<file path="config.mk">
export PLATFORM = sky130hd
export DESIGN_NAME = uib_uart_ctrl
export DESIGN_NICKNAME = d
export VERILOG_FILES = /design/src/pkg/uib_pkg.sv /design/src/design/uib_baud_gen.sv /design/src/design/uib_uart_ctrl.sv
export SDC_FILE = /design/constraint.sdc
export NUM_CORES = 1
export LEC_CHECK = 0
export ABC_AREA = 1
export BUFFER_PORTS_ARGS = -buffer_cell sky130_fd_sc_hd__buf_2
export CORE_UTILIZATION = 35
export CTS_CLUSTER_DIAMETER = 120
export DETAILED_ROUTE_END_ITERATION = 10
export MAX_ROUTING_LAYER = met4
export PLACE_DENSITY_LB_ADDON = 0.2
export SETUP_SLACK_MARGIN = 0.3
export SKIP_LAST_GASP = 1
export SLEW_MARGIN = 5
export SYNTH_ARGS = -nofsm -noshare
export SYNTH_HDL_FRONTEND = slang
export SYNTH_SLANG_ARGS = --single-unit
</file>
<file path="constraint.sdc">
create_clock -name i_clk -period 2.5 [get_ports i_clk]
set_input_delay 0.125 -clock i_clk [delete_from_list [all_inputs] [get_ports i_clk]]
set_output_delay 0.125 -clock i_clk [all_outputs]
set_load 0.005 [all_outputs]
</file>
<file path="src/pkg/uib_pkg.sv">
// uart interrupt, reset-state and baud generator constants and carriers
// assumes one 20 MHz clock; fifo data path and serialisers sit outside
package uib_pkg;

  // clock
  localparam int CLK_PERIOD_NS = 50;

  // interrupt identification codes
  localparam logic [5:0] IIR_NONE = 6'h01;
  localparam logic [5:0] IIR_LINE = 6'h06;
  localparam logic [5:0] IIR_TIMEOUT = 6'h0C;
  localparam logic [5:0] IIR_RXDATA = 6'h04;
  localparam logic [5:0] IIR_TXEMPTY = 6'h02;
  localparam logic [5:0] IIR_MODEM = 6'h08;
  localparam logic [5:0] IIR_FLOWCHR = 6'h10;
  localparam logic [5:0] IIR_PINCHG = 6'h20;

  // irq_enable_reg bit positions
  localparam int IER_RXDATA = 0;
  localparam int IER_TXEMPTY = 1;
  localparam int IER_LINE = 2;
  localparam int IER_MODEM = 3;
  localparam int IER_FLOWCHR = 5;
  localparam int IER_RTS = 6;
  localparam int IER_CTS = 7;

  // control bit positions
  localparam int LCR_BREAK = 6;
  localparam int MCR_PRESCALE = 7;
  localparam int MCR_RTS = 1;
  localparam int MCR_DTR = 0;
  localparam int DLF_RATE8 = 7;
  localparam int DLF_FRAC_W = 6;

  // line_status_reg bit positions
  localparam int LSR_DATA = 0;
  localparam int LSR_OVERRUN = 1;
  localparam int LSR_ERR_LO = 2;
  localparam int LSR_THR_EMPTY = 5;
  localparam int LSR_TX_EMPTY = 6;
  localparam int LSR_FIFO_ERR = 7;

  // pin reset states
  localparam logic RST_TX = 1'b1;
  localparam logic RST_RTS_N = 1'b1;
  localparam logic RST_DTR_N = 1'b1;
  localparam logic RST_RX_RDY_N = 1'b1;
  localparam logic RST_TX_RDY_N = 1'b0;

  // timing counts
  localparam logic [5:0] WORD_BASE = 6'h05;
  localparam logic [5:0] TIMEOUT_EXTRA = 6'h0C;
  localparam logic [3:0] OVS_16_LAST = 4'hF;
  localparam logic [3:0] OVS_8_LAST = 4'h7;
  localparam logic [1:0] PRESCALE_LAST = 2'h3;

  // configuration from the host side
  typedef struct packed {
    logic [7:0] irq_enable;
    logic [7:0] line_control;
    logic [7:0] modem_control;
    logic [7:0] divisor_fraction;
    logic fifo_en;
  } uib_cfg_t;

  // receive fifo status and events
  typedef struct packed {
    logic [7:0] level;
    logic [7:0] trigger;
    logic [2:0] head_err;
    logic push;
    logic push_err;
    logic pop;
    logic overrun;
    logic line;
  } uib_rx_t;

  // transmit side status
  typedef struct packed {
    logic serial;
    logic holding_empty;
    logic shift_empty;
    logic trig;
    logic full;
  } uib_tx_t;

  // flow and modem events, one-cycle pulses except pins
  typedef struct packed {
    logic pause_det;
    logic resume_det;
    logic special_det;
    logic [3:0] modem_change;
    logic cts_n;
    logic rts_n;
  } uib_evt_t;

  // registers that survive reset
  typedef struct packed {
    logic [7:0] divisor_low;
    logic [7:0] divisor_high;
    logic [7:0] scratch;
    logic [7:0] resume_char_one;
    logic [7:0] resume_char_two;
    logic [7:0] pause_char_one;
    logic [7:0] pause_char_two;
  } uib_keep_t;

  // host write strobes for kept registers
  typedef struct packed {
    logic [6:0] sel;
    logic [7:0] data;
  } uib_wr_t;

endpackage : uib_pkg

</file>
<file path="src/design/uib_baud_gen.sv">
// baud generator: prescaler, 16-bit integer divisor, 1/64 fraction
// assumes the divisor is stable while the line is in use
`timescale 1ns/1ps
module uib_baud_gen
  import uib_pkg::*;
(
  // clock and reset
  input wire logic i_clk,
  input wire logic i_nrst,
  // settings
  input wire logic [15:0] i_divisor,
  input wire logic [DLF_FRAC_W-1:0] i_frac,
  input wire logic i_rate8,
  input wire logic i_prescale,
  // ticks
  output logic o_tick,
  output logic o_bit
);

  typedef struct packed {
    logic [1:0] pre_cnt;
    logic [15:0] div_cnt;
    logic [DLF_FRAC_W-1:0] acc;
    logic [3:0] ovs_cnt;
    logic tick;
    logic bit_tick;
  } uib_bg_t;

  uib_bg_t st_reg;
  uib_bg_t st_next;
  logic pre_ok;
  logic [DLF_FRAC_W:0] acc_sum;
  logic [3:0] ovs_last;

  always_comb
  begin
    st_next = st_reg;
    st_next.tick = 1'b0;
    st_next.bit_tick = 1'b0;
    pre_ok = !i_prescale || (st_reg.pre_cnt == PRESCALE_LAST);
    acc_sum = {1'b0, st_reg.acc} + {1'b0, i_frac};
    ovs_last = i_rate8 ? OVS_8_LAST : OVS_16_LAST;
    st_next.pre_cnt = st_reg.pre_cnt + 2'h1;
    if (i_divisor == 16'h0000)
    begin
      // zero divisor parks the generator
      st_next = '0;
    end
    else if (pre_ok)
    begin
      // a lowered divisor cuts a long count short instead of waiting it out
      if (st_reg.div_cnt == 16'h0000 || st_reg.div_cnt > i_divisor)
      begin
        // the fraction carry stretches one period by a cycle
        st_next.acc = acc_sum[DLF_FRAC_W-1:0];
        st_next.div_cnt = i_divisor - 16'h0001 + {15'h0000, acc_sum[DLF_FRAC_W]};
        st_next.tick = 1'b1;
        if (st_reg.ovs_cnt >= ovs_last)
        begin
          st_next.ovs_cnt = 4'h0;
          st_next.bit_tick = 1'b1;
        end
        else
        begin
          st_next.ovs_cnt = st_reg.ovs_cnt + 4'h1;
        end
      end
      else
      begin
        st_next.div_cnt = st_reg.div_cnt - 16'h0001;
      end
    end
  end

  always_ff @(posedge i_clk or negedge i_nrst)
  begin
    if (!i_nrst)
      st_reg <= '0;
    else
      st_reg <= st_next;
  end

  assign o_tick = st_reg.tick;
  assign o_bit = st_reg.bit_tick;

  chk_zero_div_quiet: assert property (@(posedge i_clk) disable iff (!i_nrst)
    (i_divisor == 16'h0000) |=> !st_reg.tick)
    else $error("baud tick with zero divisor");

  chk_div_one_rate: assert property (@(posedge i_clk) disable iff (!i_nrst)
    (i_divisor == 16'h0001 && i_frac == '0 && !i_prescale)[*3] |-> st_reg.tick)
    else $error("divisor one does not tick every cycle");

endmodule : uib_baud_gen

</file>
<file path="src/design/uib_uart_ctrl.sv">
// uart control core: reset pin states, kept registers, seven-level interrupt
// priority, line status summary, receive timeout, break and baud generator
// assumes fifo, serialisers and host decode sit outside and give pulses
// Operation
// - divisor, scratch and four flow characters are untouched by reset
// - reset drives transmit, rts, dtr, rx dma ready high, tx dma ready low
// - seven prioritised interrupt types, each enabled, irq only for enabled pending
// - ident field gives top pending type; 000001 means nothing pending
// - line status code 000110 from errors; overrun cleared by status read
// - timeout code 001100 shows stale receive data, cleared by holding read
// - receive data code 000100 on data ready or above trigger
// - transmit code 000010 on empty or trigger; ident read or write clears
// - flow character code 010000; resume clears pause, ident read clears special
// - code 100000 on rts or cts going high; ident read clears
// - fifo error summary set while any stored character has an error
// - per-character error bits follow fifo head, zero when fifo empty
// - any of enable bits 3:0 means interrupt mode, else host polls; enable bits 5-7 also raise irq here
// - timeout after line high for four word lengths plus twelve bits
// - break control bit forces serial transmit output low
// - divisor integer 1 to 65535 with fraction in 1/64 steps
// - top fraction bit picks 8x or 16x output rate
// - top modem control bit inserts divide-by-4 prescaler
// - zero divisor gives no baud clock and an idle uart
// - one generator clocks both transmitter and receiver
// - clearing enable bits 0-3 and 5-7 silences the interrupt output
`timescale 1ns/1ps
module uib_uart_ctrl
  import uib_pkg::*;
(
  // clock and reset
  input wire logic i_clk,
  input wire logic i_nrst,
  // configuration
  input wire uib_cfg_t i_cfg,
  input wire uib_wr_t i_wr,
  // host read and write pulses
  input wire logic i_rd_iir,
  input wire logic i_rd_lsr,
  input wire logic i_rd_msr,
  input wire logic i_rd_rhr,
  input wire logic i_wr_thr,
  // data path status
  input wire uib_rx_t i_rx,
  input wire uib_tx_t i_tx,
  input wire uib_evt_t i_evt,
  // pins
  output logic o_tx,
  output logic o_rts_n,
  output logic o_dtr_n,
  output logic o_rx_dma_ready_n,
  output logic o_tx_dma_ready_n,
  output logic o_irq,
  // status
  output logic [5:0] o_irq_ident,
  output logic [7:0] o_line_status,
  output logic [3:0] o_modem_delta,
  output uib_keep_t o_keep,
  // baud ticks for both serialisers
  output logic o_baud_tick,
  output logic o_bit_tick
);

  typedef struct packed {
    logic tx;
    logic rts_n;
    logic dtr_n;
    logic rx_rdy_n;
    logic tx_rdy_n;
    logic irq;
    logic [5:0] ident;
    logic [7:0] line_status_reg;
    logic overrun;
    logic [7:0] err_cnt;
    logic timeout;
    logic [5:0] to_cnt;
    logic thr_irq;
    logic thr_prev;
    logic [3:0] msr_delta;
    logic pause_irq;
    logic special_irq;
    logic rts_chg;
    logic cts_chg;
    logic rts_prev;
    logic cts_prev;
  } uib_state_t;

  localparam uib_state_t ST_RESET = '{
    tx: RST_TX,
    rts_n: RST_RTS_N,
    dtr_n: RST_DTR_N,
    rx_rdy_n: RST_RX_RDY_N,
    tx_rdy_n: RST_TX_RDY_N,
    irq: 1'b0,
    ident: IIR_NONE,
    line_status_reg: 8'h00,
    overrun: 1'b0,
    err_cnt: 8'h00,
    timeout: 1'b0,
    to_cnt: 6'h00,
    thr_irq: 1'b0,
    thr_prev: 1'b0,
    msr_delta: 4'h0,
    pause_irq: 1'b0,
    special_irq: 1'b0,
    rts_chg: 1'b0,
    cts_chg: 1'b0,
    rts_prev: 1'b1,
    cts_prev: 1'b1
  };

  uib_state_t st_reg;
  uib_state_t st_next;
  uib_keep_t keep_reg;
  uib_keep_t keep_next;
  logic baud_tick;
  logic bit_tick;
  logic rx_nonempty;
  logic rx_data_p;
  logic thr_cond;
  logic [5:0] to_lim;
  logic [7:0] irq_enable_reg;
  logic p_line;
  logic p_to;
  logic p_rd;
  logic p_tx;
  logic p_ms;
  logic p_fc;
  logic p_pc;
  logic iir_clr;

  // single generator shared by both directions
  uib_baud_gen u_baud (
    .i_clk(i_clk),
    .i_nrst(i_nrst),
    .i_divisor({keep_reg.divisor_high, keep_reg.divisor_low}),
    .i_frac(i_cfg.divisor_fraction[DLF_FRAC_W-1:0]),
    .i_rate8(i_cfg.divisor_fraction[DLF_RATE8]),
    .i_prescale(i_cfg.modem_control[MCR_PRESCALE]),
    .o_tick(baud_tick),
    .o_bit(bit_tick)
  );

  // kept registers: no reset term so the host setup survives
  always_comb
  begin
    keep_next = keep_reg;
    if (i_wr.sel[0])
      keep_next.divisor_low = i_wr.data;
    if (i_wr.sel[1])
      keep_next.divisor_high = i_wr.data;
    if (i_wr.sel[2])
      keep_next.scratch = i_wr.data;
    if (i_wr.sel[3])
      keep_next.resume_char_one = i_wr.data;
    if (i_wr.sel[4])
      keep_next.resume_char_two = i_wr.data;
    if (i_wr.sel[5])
      keep_next.pause_char_one = i_wr.data;
    if (i_wr.sel[6])
      keep_next.pause_char_two = i_wr.data;
  end

  always_ff @(posedge i_clk)
  begin
    keep_reg <= keep_next;
  end

  always_comb
  begin
    st_next = st_reg;
    irq_enable_reg = i_cfg.irq_enable;
    rx_nonempty = (i_rx.level != 8'h00);
    iir_clr = i_rd_iir;

    // pins
    st_next.tx = i_tx.serial & ~i_cfg.line_control[LCR_BREAK];
    st_next.rts_n = ~i_cfg.modem_control[MCR_RTS];
    st_next.dtr_n = ~i_cfg.modem_control[MCR_DTR];
    st_next.rx_rdy_n = ~rx_nonempty;
    st_next.tx_rdy_n = i_tx.full;

    // overrun: a new event wins over the status read
    if (i_rd_lsr)
      st_next.overrun = 1'b0;
    if (i_rx.overrun)
      st_next.overrun = 1'b1;

    // erroneous characters held in the fifo
    if (i_rx.push && i_rx.push_err && !(i_rx.pop && i_rx.head_err != 3'h0))
      st_next.err_cnt = st_reg.err_cnt + 8'h01;
    else if (!(i_rx.push && i_rx.push_err) && i_rx.pop && i_rx.head_err != 3'h0
             && st_reg.err_cnt != 8'h00)
      st_next.err_cnt = st_reg.err_cnt - 8'h01;

    // receive timeout, counted in bit times while the line idles high
    to_lim = ((WORD_BASE + {4'h0, i_cfg.line_control[1:0]}) << 2) + TIMEOUT_EXTRA;
    // a holding read restarts the count; the flag is raised only when the count first reaches the limit
    if (!i_rx.line || !rx_nonempty || i_rx.pop || i_rd_rhr)
      st_next.to_cnt = 6'h00;
    else if (bit_tick && st_reg.to_cnt != to_lim)
      st_next.to_cnt = st_reg.to_cnt + 6'h01;
    if (i_rd_rhr)
      st_next.timeout = 1'b0;
    if (st_next.to_cnt == to_lim && st_reg.to_cnt != to_lim)
      st_next.timeout = 1'b1;

    // transmit: raised on the rising edge of the empty or trigger condition
    thr_cond = i_cfg.fifo_en ? i_tx.trig : i_tx.holding_empty;
    st_next.thr_prev = thr_cond;
    if (i_wr_thr || (iir_clr && st_reg.ident == IIR_TXEMPTY))
      st_next.thr_irq = 1'b0;
    if (thr_cond && !st_reg.thr_prev)
      st_next.thr_irq = 1'b1;

    // modem change bits
    if (i_rd_msr)
      st_next.msr_delta = 4'h0;
    st_next.msr_delta = st_next.msr_delta | i_evt.modem_change;

    // flow character interrupt, two causes cleared differently
    if (i_evt.resume_det)
      st_next.pause_irq = 1'b0;
    if (i_evt.pause_det)
      st_next.pause_irq = 1'b1;
    if (iir_clr && st_reg.ident == IIR_FLOWCHR)
      st_next.special_irq = 1'b0;
    if (i_evt.special_det)
      st_next.special_irq = 1'b1;

    // rts and cts going from active low to inactive high
    st_next.rts_prev = i_evt.rts_n;
    st_next.cts_prev = i_evt.cts_n;
    if (iir_clr && st_reg.ident == IIR_PINCHG)
    begin
      st_next.rts_chg = 1'b0;
      st_next.cts_chg = 1'b0;
    end
    if (i_evt.rts_n && !st_reg.rts_prev)
      st_next.rts_chg = 1'b1;
    if (i_evt.cts_n && !st_reg.cts_prev)
      st_next.cts_chg = 1'b1;

    // line status; head error bits blank on an empty fifo
    st_next.line_status_reg = 8'h00;
    st_next.line_status_reg[LSR_DATA] = rx_nonempty;
    st_next.line_status_reg[LSR_OVERRUN] = st_next.overrun;
    st_next.line_status_reg[LSR_ERR_LO +: 3] = rx_nonempty ? i_rx.head_err : 3'h0;
    st_next.line_status_reg[LSR_THR_EMPTY] = i_tx.holding_empty;
    st_next.line_status_reg[LSR_TX_EMPTY] = i_tx.shift_empty;
    st_next.line_status_reg[LSR_FIFO_ERR] = (st_next.err_cnt != 8'h00);

    // enabled pending sources
    rx_data_p = i_cfg.fifo_en ? (i_rx.level > i_rx.trigger) : rx_nonempty;
    p_line = irq_enable_reg[IER_LINE] & (st_reg.overrun | st_reg.line_status_reg[LSR_FIFO_ERR]);
    p_to = irq_enable_reg[IER_RXDATA] & st_reg.timeout;
    p_rd = irq_enable_reg[IER_RXDATA] & rx_data_p;
    p_tx = irq_enable_reg[IER_TXEMPTY] & st_reg.thr_irq;
    p_ms = irq_enable_reg[IER_MODEM] & (st_reg.msr_delta != 4'h0);
    p_fc = irq_enable_reg[IER_FLOWCHR] & (st_reg.pause_irq | st_reg.special_irq);
    p_pc = (irq_enable_reg[IER_RTS] & st_reg.rts_chg) | (irq_enable_reg[IER_CTS] & st_reg.cts_chg);

    // priority, highest first
    if (p_line)
      st_next.ident = IIR_LINE;
    else if (p_to)
      st_next.ident = IIR_TIMEOUT;
    else if (p_rd)
      st_next.ident = IIR_RXDATA;
    else if (p_tx)
      st_next.ident = IIR_TXEMPTY;
    else if (p_ms)
      st_next.ident = IIR_MODEM;
    else if (p_fc)
      st_next.ident = IIR_FLOWCHR;
    else if (p_pc)
      st_next.ident = IIR_PINCHG;
    else
      st_next.ident = IIR_NONE;
    // all enables clear leaves the output quiet: polled mode
    st_next.irq = p_line | p_to | p_rd | p_tx | p_ms | p_fc | p_pc;
  end

  always_ff @(posedge i_clk or negedge i_nrst)
  begin
    if (!i_nrst)
      st_reg <= ST_RESET;
    else
      st_reg <= st_next;
  end

  assign o_tx = st_reg.tx;
  assign o_rts_n = st_reg.rts_n;
  assign o_dtr_n = st_reg.dtr_n;
  assign o_rx_dma_ready_n = st_reg.rx_rdy_n;
  assign o_tx_dma_ready_n = st_reg.tx_rdy_n;
  assign o_irq = st_reg.irq;
  assign o_irq_ident = st_reg.ident;
  assign o_line_status = st_reg.line_status_reg;
  assign o_modem_delta = st_reg.msr_delta;
  assign o_keep = keep_reg;
  assign o_baud_tick = baud_tick;
  assign o_bit_tick = bit_tick;

  chk_reset_pin_state: assert property (@(posedge i_clk)
    !i_nrst |-> (o_tx && o_rts_n && o_dtr_n && o_rx_dma_ready_n && !o_tx_dma_ready_n))
    else $error("pin state wrong during reset");

  chk_break_forces_low: assert property (@(posedge i_clk) disable iff (!i_nrst)
    i_cfg.line_control[LCR_BREAK] |=> !o_tx)
    else $error("break did not force transmit low");

  chk_irq_all_disabled: assert property (@(posedge i_clk) disable iff (!i_nrst)
    (i_cfg.irq_enable == 8'h00)[*2] |-> !o_irq)
    else $error("interrupt while all enables clear");

  chk_ident_none_idle: assert property (@(posedge i_clk) disable iff (!i_nrst)
    (o_irq_ident == IIR_NONE) == !o_irq)
    else $error("ident code disagrees with interrupt output");

  chk_overrun_set_wins: assert property (@(posedge i_clk) disable iff (!i_nrst)
    (i_rx.overrun && i_rd_lsr) |=> o_line_status[LSR_OVERRUN])
    else $error("overrun lost against status read");

  chk_overrun_read_clr: assert property (@(posedge i_clk) disable iff (!i_nrst)
    (i_rd_lsr && !i_rx.overrun) |=> !o_line_status[LSR_OVERRUN])
    else $error("overrun not cleared by status read");

  chk_head_err_empty: assert property (@(posedge i_clk) disable iff (!i_nrst)
    (i_rx.level == 8'h00) |=> (o_line_status[LSR_ERR_LO +: 3] == 3'h0))
    else $error("error bits set on empty fifo");

  chk_line_top_prio: assert property (@(posedge i_clk) disable iff (!i_nrst)
    (i_cfg.irq_enable[IER_LINE] && st_reg.overrun) |=> (o_irq_ident == IIR_LINE))
    else $error("line status not reported first");

  chk_timeout_rhr_clr: assert property (@(posedge i_clk) disable iff (!i_nrst)
    i_rd_rhr |=> !st_reg.timeout)
    else $error("timeout not cleared by holding read");

  chk_pin_rise_flag: assert property (@(posedge i_clk) disable iff (!i_nrst)
    (!st_reg.cts_prev && i_evt.cts_n) |=> st_reg.cts_chg)
    else $error("cts rise not flagged");

  chk_modem_pending: assert property (@(posedge i_clk) disable iff (!i_nrst)
    (i_evt.modem_change != 4'h0 && i_cfg.irq_enable[IER_MODEM]) |-> ##2 o_irq)
    else $error("modem change raised no interrupt");

endmodule : uib_uart_ctrl

</file>
==> impl_results.md, run 1 <==
- CP required: 2.79 ns
- Final setup violation count: 6
- Max frequency: 374 MHz
- Startpoint class of the critical path: register
- Antenna viol nets, final: 0
- DRC viols: 0
- Die Span Y: 144 um
- Clk slew on worst S/H paths: 0.07 ns
- Core ar.: 19700 sq um
- Worst slew margin: 0.628
- Area share of the largest cell type after synthesis: 0.247
- Share of cells above drive strength 1: 0.281
- Max reg flops: 56
- Tot GR Track Use: 0.179
- Dpl ws: -0.129 ns
- Failing checks: setup timing
- Final Hold Viols: 0
- R2R depth: 18
- Total wire length: 17.4 mm
- Num ports: 175
- Clock Tree Root: clkbuf_16
- Die Area: 20800 sq um
- Post-layout nets: 1153
- Final Cycle Share: 1.07
- Worst min path class: in2reg
- Setup ws final: -0.176 ns
- GP Congestion: 0.805
- Die width: 144 um
- Mapped cell area: 7090 sq um
- DRT iter0 DRCs: 195
- Vias per cell: 4.60
- Area growth syn-to-layout: 35.1%
- FILL cells: 1878
- Skew final: 0.0192 ns
- Global route overflow: 0
- Crit end category: register
- Peak VDD IR: 0.506 mV
- Primary FF master, synth: dfrtp_1
- CTS sink cnt: 133
- CTS tree: done
- Crit-path max FO: 2
- Yosys warnings: 0
- Power Dens Cells: 899 nW/um^2
- MaxCap Viol Count: 0
- First-pass GRT wire length: 27.7 mm
- Top cells by count, synth: 180 x nand2_1, 115 x inv_1, 74 x nand3_1
- Worst-Margin Slew: 0.554 ns
- Top cells by area, synth: dfrtp_1 25%, edfxtp_1 24%, nand2_1 9.5%, ha_1 7.6%, inv_1 6.1%
- Syn avg cell area: 9.10 sq um
- Most common cell in the netlist: nand2_1
- Setup_tns: -0.411 ns
- FP Rows: 51
- Leakage: 4.75 nW
- Syn_nets: 916
- Worst-Skew Late Latency: 0.42 ns
- Status: finished, violations left
- Starting Density: 0.361
- Number of enable flip-flop cells after synthesis: 56
- WL/cell: 13.4 um
- Diode count: 0
- Seq cells post-synth: 133
- Crit path kind: reg2reg
- Synth area leader: dfrtp_1
- Vias in the first global route: 5881
- Antenna violations before repair: 0
- Largest net degree at the start of global routing: 40
- HPWL after detailed placement: 12.4 mm
- Asr flop ratio synth: 0.579
- Clock buffer depth: 2
- H-tree depth: 4
- Critical path data arrival time: 2.97 ns
- Post-Syn Instances: 779
- 1st-pass router iterations: 5
- Post-layout min period: 2.68 ns
- Sequential area share after synthesis: 0.510
- Slew Viols, Final: 0
- Yosys cell types: 40
- Port bufs: 162
- Num CTS Buffers: 17
- WHS Path Cells: 1
- RSZ-0062 raised after global routing: true
- DR vias: 5949
-- layout by cell type (no fill, tap or decap), types with 4 or more instances in the layout --
cell / netlist / final
dfstp_2: 7 / 7
nor3_1: 4 / 4
nand2_1: 180 / 173
dlygate4sd3_1: 0 / 38
o21bai_1: 6 / 6
edfxtp_1: 56 / 56
xor2_1: 31 / 31
dfrtp_1: 70 / 69
o21ai_1: 4 / 5
buf_4: 18 / 33
buf_6: 2 / 12
clkbuf_16: 0 / 17
nor2_1: 59 / 57
inv_8: 0 / 4
xnor2_1: 9 / 8
nand3_1: 74 / 72
nand4_1: 17 / 17
nand2_2: 4 / 8
or2_2: 4 / 4
inv_2: 2 / 4
a21oi_1: 22 / 21
nor4_1: 4 / 4
o21ai_0: 15 / 13
ha_1: 43 / 39
buf_2: 4 / 161
nand2_4: 1 / 4
inv_1: 115 / 113
-- metal layers --
metal / track usage / part of all wire / up-vias
met5: - / 0 / -
met4: 0.0576 / 0.0096 / 0
met3: 0.0517 / 0.057 / 13
met2: 0.281 / 0.47 / 144
met1: 0.223 / 0.47 / 2788
li1: - / - / 3004
-- cell type report --
cell class | instances | area, sq um | share of cell area
Timing Repair Buffer | 245 | 1590 | 0.166
Sequential cell | 133 | 3620 | 0.378
Clock inverter | 15 | 189 | 0.0197
Inverter | 117 | 439 | 0.0458
Clock buffer | 17 | 425 | 0.0444
Tap cell | 265 | 332 | 0.0346
Multi-Input combinational cell | 502 | 2990 | 0.312
-- logic make-up (layout without fill, tap and decap cells) --
family,Yosys count,after routing,synth area share
buffers and inverters,144,394,0.0886
AO/OA/AOI/OAI,59,59,0.0475
XOR/XNOR,40,40,0.0494
adder cells (fa/ha/maj),44,44,0.0787
flip-flops,133,133,0.510
AND/OR/NAND/NOR,359,359,0.226
-- worst max-delay path, stage by stage, from the launching register on --
cell and delay (ns):
dfrtp_1 0.35, ha_2 0.19, inv_2 0.04, fa_2 0.35, o21ai_2 0.19, nand2_2 0.08, buf_4 0.14, buf_6 0.10
buf_6 0.10, buf_6 0.10, buf_6 0.10, buf_6 0.10, buf_4 0.11, buf_4 0.12, buf_6 0.11, buf_6 0.10
buf_4 0.11, nand4_1 0.09, nand2_1 0.06
-- metrics by stage --
step	utilization	hold slack (ns)	cell area (sq um)	total power, mW	instances
2_1_floorplan	-	-0.171	7150	4.85	779
3_3_place_gp	0.419	0.143	8240	5.58	1195
3_5_place_dp	0.419	0.144	8240	5.61	1195
4_1_cts	0.475	0.00203	9330	8.46	1278
5_1_grt	0.488	0.00129	9580	9.29	1294
6_report	0.488	0.0198	9580	8.62	1294
-- path summary, 6_finish.rpt --
check	slack, ns	endpoint	startpoint
hold reg to reg	0.42	st_reg[11]$_DFFE_PN0P_	st_reg[10]$_DFF_PN0_
setup / recovery	-0.18	u_baud.st_reg[10]$_DFFE_PN0P_	u_baud.st_reg[6]$_DFFE_PN0P_
hold / removal	0.02	o_keep[3]$_DFFE_PP_	i_wr[3]
setup reg to reg	-0.18	u_baud.st_reg[10]$_DFFE_PN0P_	u_baud.st_reg[6]$_DFFE_PN0P_
max in group asynchronous	1.65	u_baud.st_reg[15]$_DFFE_PN0P_	i_nrst
min in group asynchronous	0.23	o_modem_delta[0]$_DFF_PN0_	i_nrst
-- timing repair --
action / in CTS / in global routing
resized for setup: 3 / 29
hold buffers: 36 / 2
buffers inserted: 15 / 14
hold endpoints to repair: 78 / 10
pin swaps: 17 / 27
cloned: 0 / 0
setup endpoints to repair: 18 / 28
-- power by group --
| part | total, mW | switching [mW] | internal, mW |
|---|---|---|---|
| Clock | 2.58 | 1.06 | 1.52 |
| Combinational | 2.94 | 1.59 | 1.35 |
| Sequential | 3.10 | 0.418 | 2.68 |
| Total | 8.62 | 3.07 | 5.55 |
(Power assumes the default switching activity.)
==> inputs of run 2 (changes only) <==
- RECOVER_POWER: unset -> 50
==> impl_results.md, run 2 (synthesis results as in run 1) <==
- Status: finished, violations left
- Failing checks: setup timing
- Die width: 144 um
- Tot GR Track Use: 0.179
- Crit path to: u_baud.st_reg[10]$_DFFE_PN0P_
- Crit end category: register
- Core ar.: 19700 sq um
- Post-layout nets: 1153
- Max reg flops: 56
- CTS tree: done
- CP required: 2.79 ns
- GP Congestion: 0.805
- Worst-Margin Slew: 1.04 ns
- Commonest non-fill, non-tap cell in the layout: nand2_1
- Slowest CP cell: dfrtp_1
- DRT iter0 DRCs: 228
- Share of cells above drive strength 1: 0.264
- Skew final: 0.0209 ns
- R2r setup slk: -0.18 ns
- Diode count: 0
- Worst flop-to-flop path startpoint: u_baud.st_reg[6]$_DFFE_PN0P_
- Slew Viols, Final: 0
- Vias per cell: 4.59
- HPWL after detailed placement: 12.4 mm
- Most frequent cells in the layout: 173 x nand2_1, 144 x buf_2, 113 x inv_1, 72 x nand3_1, 69 x dfrtp_1
- 1st-pass router iterations: 4
- Startpoint class of the critical path: register
- RSZ-0062 raised after global routing: true
- Buf+Inv Stages, Crit Path: 12
- Die Span Y: 144 um
- Final setup violation count: 6
- Num ports: 175
- R2R depth: 18
- Num CTS Buffers: 17
- Post-layout min period: 2.68 ns
- Final Hold Viols: 0
- Largest delay contributor family on the critical path: buffers and inverters
- DRC viols: 0
- Total wire length: 17.4 mm
- DR vias: 5939
- WL/cell: 13.4 um
- Leakage: 4.70 nW
- Crit path kind: reg2reg
- Critical Path Stages: 18
- H-tree depth: 4
- Final non-filler cell total: 1294
- Critical path data arrival time: 2.97 ns
- Largest net degree at the start of global routing: 40
- CTS sink cnt: 133
- Worst min path class: in2reg
- Port bufs: 162
- Slowest stage delay, CP: 0.35 ns
- FILL cells: 1893
- Vias in the first global route: 5881
- Cells after DPL: 1195
- Clock Tree Root: clkbuf_16
- Crit-path cells: ha_2 -> inv_2 -> fa_2 -> o21ai_2 -> nand2_2 -> buf_4 -> buf_6 -> buf_6 -> buf_6 -> buf_6 -> buf_6 -> buf_4 -> buf_4 -> buf_6 -> buf_6 -> buf_4 -> nand4_1 -> nand2_1
- FP Rows: 51
- Worst-Skew Late Latency: 0.42 ns
- Final Cycle Share: 1.07
- Peak VDD IR: 0.507 mV
- Crit-path most repeated cell: buf_6
- Setup ws final: -0.179 ns
- Area growth syn-to-layout: 34.6%
- First-pass GRT wire length: 27.7 mm
- Global route overflow: 0
- Antenna viol nets, final: 0
- Max frequency: 373 MHz
- Starting Density: 0.361
- Hold Slack: 0.0570 ns
- Power Dens Cells: 903 nW/um^2
- Reg-to-reg endpoint: u_baud.st_reg[10]$_DFFE_PN0P_
- Clk slew on worst S/H paths: 0.06 ns
- Die Area: 20800 sq um
- CP startpoint: u_baud.st_reg[6]$_DFFE_PN0P_
- Setup_tns: -0.438 ns
- Worst hold path startpoint: i_rd_iir
- Antenna violations before repair: 0
- Clock buffer depth: 2
- MaxCap Viol Count: 0
- Worst slew margin: 0.308
- Crit-path max FO: 2
## run 2: layout make-up
type | count | area, sq um | area share
Clock buffer | 17 | 425 | 0.0446
Inverter | 117 | 439 | 0.0460
Sequential cell | 133 | 3620 | 0.379
Tap cell | 265 | 332 | 0.0347
Clock inverter | 15 | 189 | 0.0198
Timing Repair Buffer | 245 | 1550 | 0.162
Multi-Input combinational cell | 502 | 2990 | 0.313
## run 2: timing repair
action / CTS / global route
pin swaps: 17 / 27
setup endpoints to repair: 18 / 28
setup buffers: 15 / 14
hold endpoints to repair: 78 / 10
resized for setup: 3 / 29
hold buffers: 36 / 2
## run 2: tightest hold or removal path: cells and delay by family
family / cells / cell delay, ns
simple gates: 2 / 0.12
buf+inv: 1 / 0.10
compound gates: 1 / 0.09
## run 2: worst min-delay path by stage
stage,to,slack (ns),cells after the start
after global placement,o_modem_delta[3]$_DFF_PN0_,0.14,1
after floorplan,o_irq$_DFF_PN0_,-0.17,0
final,st_reg[4]$_DFFE_PN0P_,0.06,4
after detailed placement,o_modem_delta[3]$_DFF_PN0_,0.14,1
after global routing,st_reg[4]$_DFFE_PN0P_,0.06,4
after CTS,o_keep[47]$_DFFE_PP_,0.002,1
## run 2: metal layers
metal  track usage  vias to the layer above  share of wire
met3        0.0517                       13          0.056
met2         0.281                      151           0.47
met4        0.0576                        0         0.0096
li1              -                     3000              -
met1         0.223                     2775           0.47
met5             -                        -              0
## run 2: power breakdown
group	switching, mW	internal (mW)	total (mW)
combinational	1.59	1.34	2.93
clock	1.07	1.52	2.58
sequential	0.418	2.68	3.10
## run 2: through the flow
step	util	cell area (sq um)	setup slack [ns]	total power, mW
CTS	0.475	9330	-0.132	8.46
finish	0.486	9540	-0.179	8.62
global placement	0.419	8240	-0.0826	5.58
detailed placement	0.419	8240	-0.129	5.61
global route	0.486	9540	-0.264	9.29
floorplan	-	7150	0.165	4.85
==> inputs of run 3 (changes only) <==
- CTS_BUF_LIST: unset -> sky130_fd_sc_hd__clkbuf_8
==> impl_results.md, run 3 (synthesis results as in run 1) <==
- DR vias: 5938
- Global route overflow: 0
- Slowest CP cell: dfrtp_1
- Worst min path class: in2reg
- Startpoint class of the critical path: register
- RSZ-0062 raised after global routing: true
- Worst flop-to-flop path startpoint: u_baud.st_reg[6]$_DFFE_PN0P_
- Slew Viols, Final: 0
- CP required: 2.83 ns
- DRT iter0 DRCs: 196
- Crit-path cells: ha_2 -> inv_2 -> fa_2 -> o21ai_2 -> nand2_2 -> buf_4 -> buf_6 -> buf_4 -> buf_4 -> buf_6 -> buf_4 -> buf_4 -> buf_6 -> buf_6 -> buf_4 -> nand4_1 -> nand2_1
- First-pass GRT wire length: 27.8 mm
- Antenna viol nets, final: 0
- Skew final: 0.0153 ns
- Power Dens Cells: 836 nW/um^2
- Final Cycle Share: 1.05
- Post-layout min period: 2.61 ns
- FP Rows: 51
- Leakage: 4.64 nW
- Max frequency: 383 MHz
- Clock buffer depth: 2
- 1st-pass router iterations: 5
- Clock Tree Root: clkbuf_8
- Most frequent cells in the layout: 174 x nand2_1, 144 x buf_2, 112 x inv_1, 73 x nand3_1, 68 x dfrtp_1
- GP Congestion: 0.805
- Share of cells above drive strength 1: 0.261
- Critical path data arrival time: 2.94 ns
- Setup ws final: -0.113 ns
- CTS sink cnt: 133
- Vias in the first global route: 5953
- Tot GR Track Use: 0.180
- Commonest non-fill, non-tap cell in the layout: nand2_1
- Starting Density: 0.361
- Final Hold Viols: 0
- H-tree depth: 4
- Slowest stage delay, CP: 0.36 ns
- Crit-path most repeated cell: buf_4
- Placed inst area: 8240 sq um
- CTS tree: done
- Die width: 144 um
- CP startpoint: u_baud.st_reg[6]$_DFFE_PN0P_
- Die Area: 20800 sq um
- Largest net degree at the start of global routing: 40
- Area growth syn-to-layout: 33.2%
- Post-route cell area: 9450 sq um
- DRC viols: 0
- Hold Slack: 0.0199 ns
- Vias per cell: 4.55
- Total wire length: 17.5 mm
- Worst-Margin Slew: 1.04 ns
- Setup_tns: -0.208 ns
- Num ports: 175
- Core ar.: 19700 sq um
- Worst slew margin: 0.307
- Peak VDD IR: 0.443 mV
- Diode count: 0
- Crit-path max FO: 2
- Port bufs: 162
- Antenna violations before repair: 0
- Clk slew on worst S/H paths: 0.08 ns
- Die Span Y: 144 um
- HPWL after detailed placement: 12.4 mm
- Status: finished, violations left
- Num CTS Buffers: 17
- Worst-Skew Late Latency: 0.45 ns
- Max reg flops: 56
- Crit end category: register
- Cells after DPL: 1195
- Post-layout nets: 1163
- Crit path kind: reg2reg
- MaxCap Viol Count: 0
- Final setup violation count: 6
- FILL cells: 1895
- Worst hold path startpoint: i_cfg[1]
- WL/cell: 13.5 um
- Final non-filler cell total: 1304
- Failing checks: setup timing
[run 3: cell types whose count changed in the layout (fill, tap and decap cells not counted), sizes merged]
cell / before / now
buf: 188 / 186
dlygate4sd3: 38 / 50
[run 3: final timing paths]
check	to	slack [ns]	depth (start not counted)
worst max-delay path	u_baud.st_reg[10]$_DFFE_PN0P_	-0.11	17
worst min-delay path	u_baud.st_reg[6]$_DFFE_PN0P_	0.02	4
worst max register to register	u_baud.st_reg[10]$_DFFE_PN0P_	-0.11	17
worst min register to register	st_reg[11]$_DFFE_PN0P_	0.42	1
max in group asynchronous	u_baud.st_reg[15]$_DFFE_PN0P_	0.52	3
min in group asynchronous	o_modem_delta[0]$_DFF_PN0_	0.35	2
[run 3: power breakdown]
group	internal, mW	total, mW	switching, mW
combinational	1.30	2.87	1.57
sequential	2.68	3.10	0.422
clock	0.934	1.92	0.991
total	4.91	7.90	2.98
[run 3: through the flow]
step	power, mW	util	worst slack (ns)
after floorplan	4.85	-	0.165
after global placement	5.58	0.419	-0.0826
after detailed placement	5.61	0.419	-0.129
after CTS	7.78	0.472	-0.0385
after global routing	8.55	0.481	-0.224
final	7.90	0.481	-0.113
[run 3: timing repair]
action	in CTS	in global routing
hold buffers	50	0
gates cloned	0	0
pin swaps	5	27
resized for setup	7	25
hold endpoints to repair	163	0
endpoints found under the setup margin	16	27
buffers inserted	12	15
[run 3: critical path, delay by kind of cell, from the launching register on]
family                     cells  cell delay [ns]
AOI/OAI and AO/OA              1             0.17
buffers and inverters         11             1.17
DFF                            1             0.36
and+or+nand+nor                3             0.24
adders and majority gates      2             0.55
[run 3: area by class of cell]
class                      instances  area [sq um]  area share
clock buffer                      17           234      0.0248
clock inverter                    15           189      0.0200
inverter                         117           442      0.0467
multi-input combinational        502          2980       0.316
sequential                       133          3620       0.383
tap                              265           332      0.0351
timing repair buffer             255          1650       0.174
[run 3: routing by layer]
layer / global-route usage / vias up / share of wire
met5: - / - / 0
met4: 0.0593 / 0 / 0.014
met3: 0.0500 / 22 / 0.056
met2: 0.283 / 138 / 0.46
met1: 0.223 / 2758 / 0.47
li1: - / 3020 / -
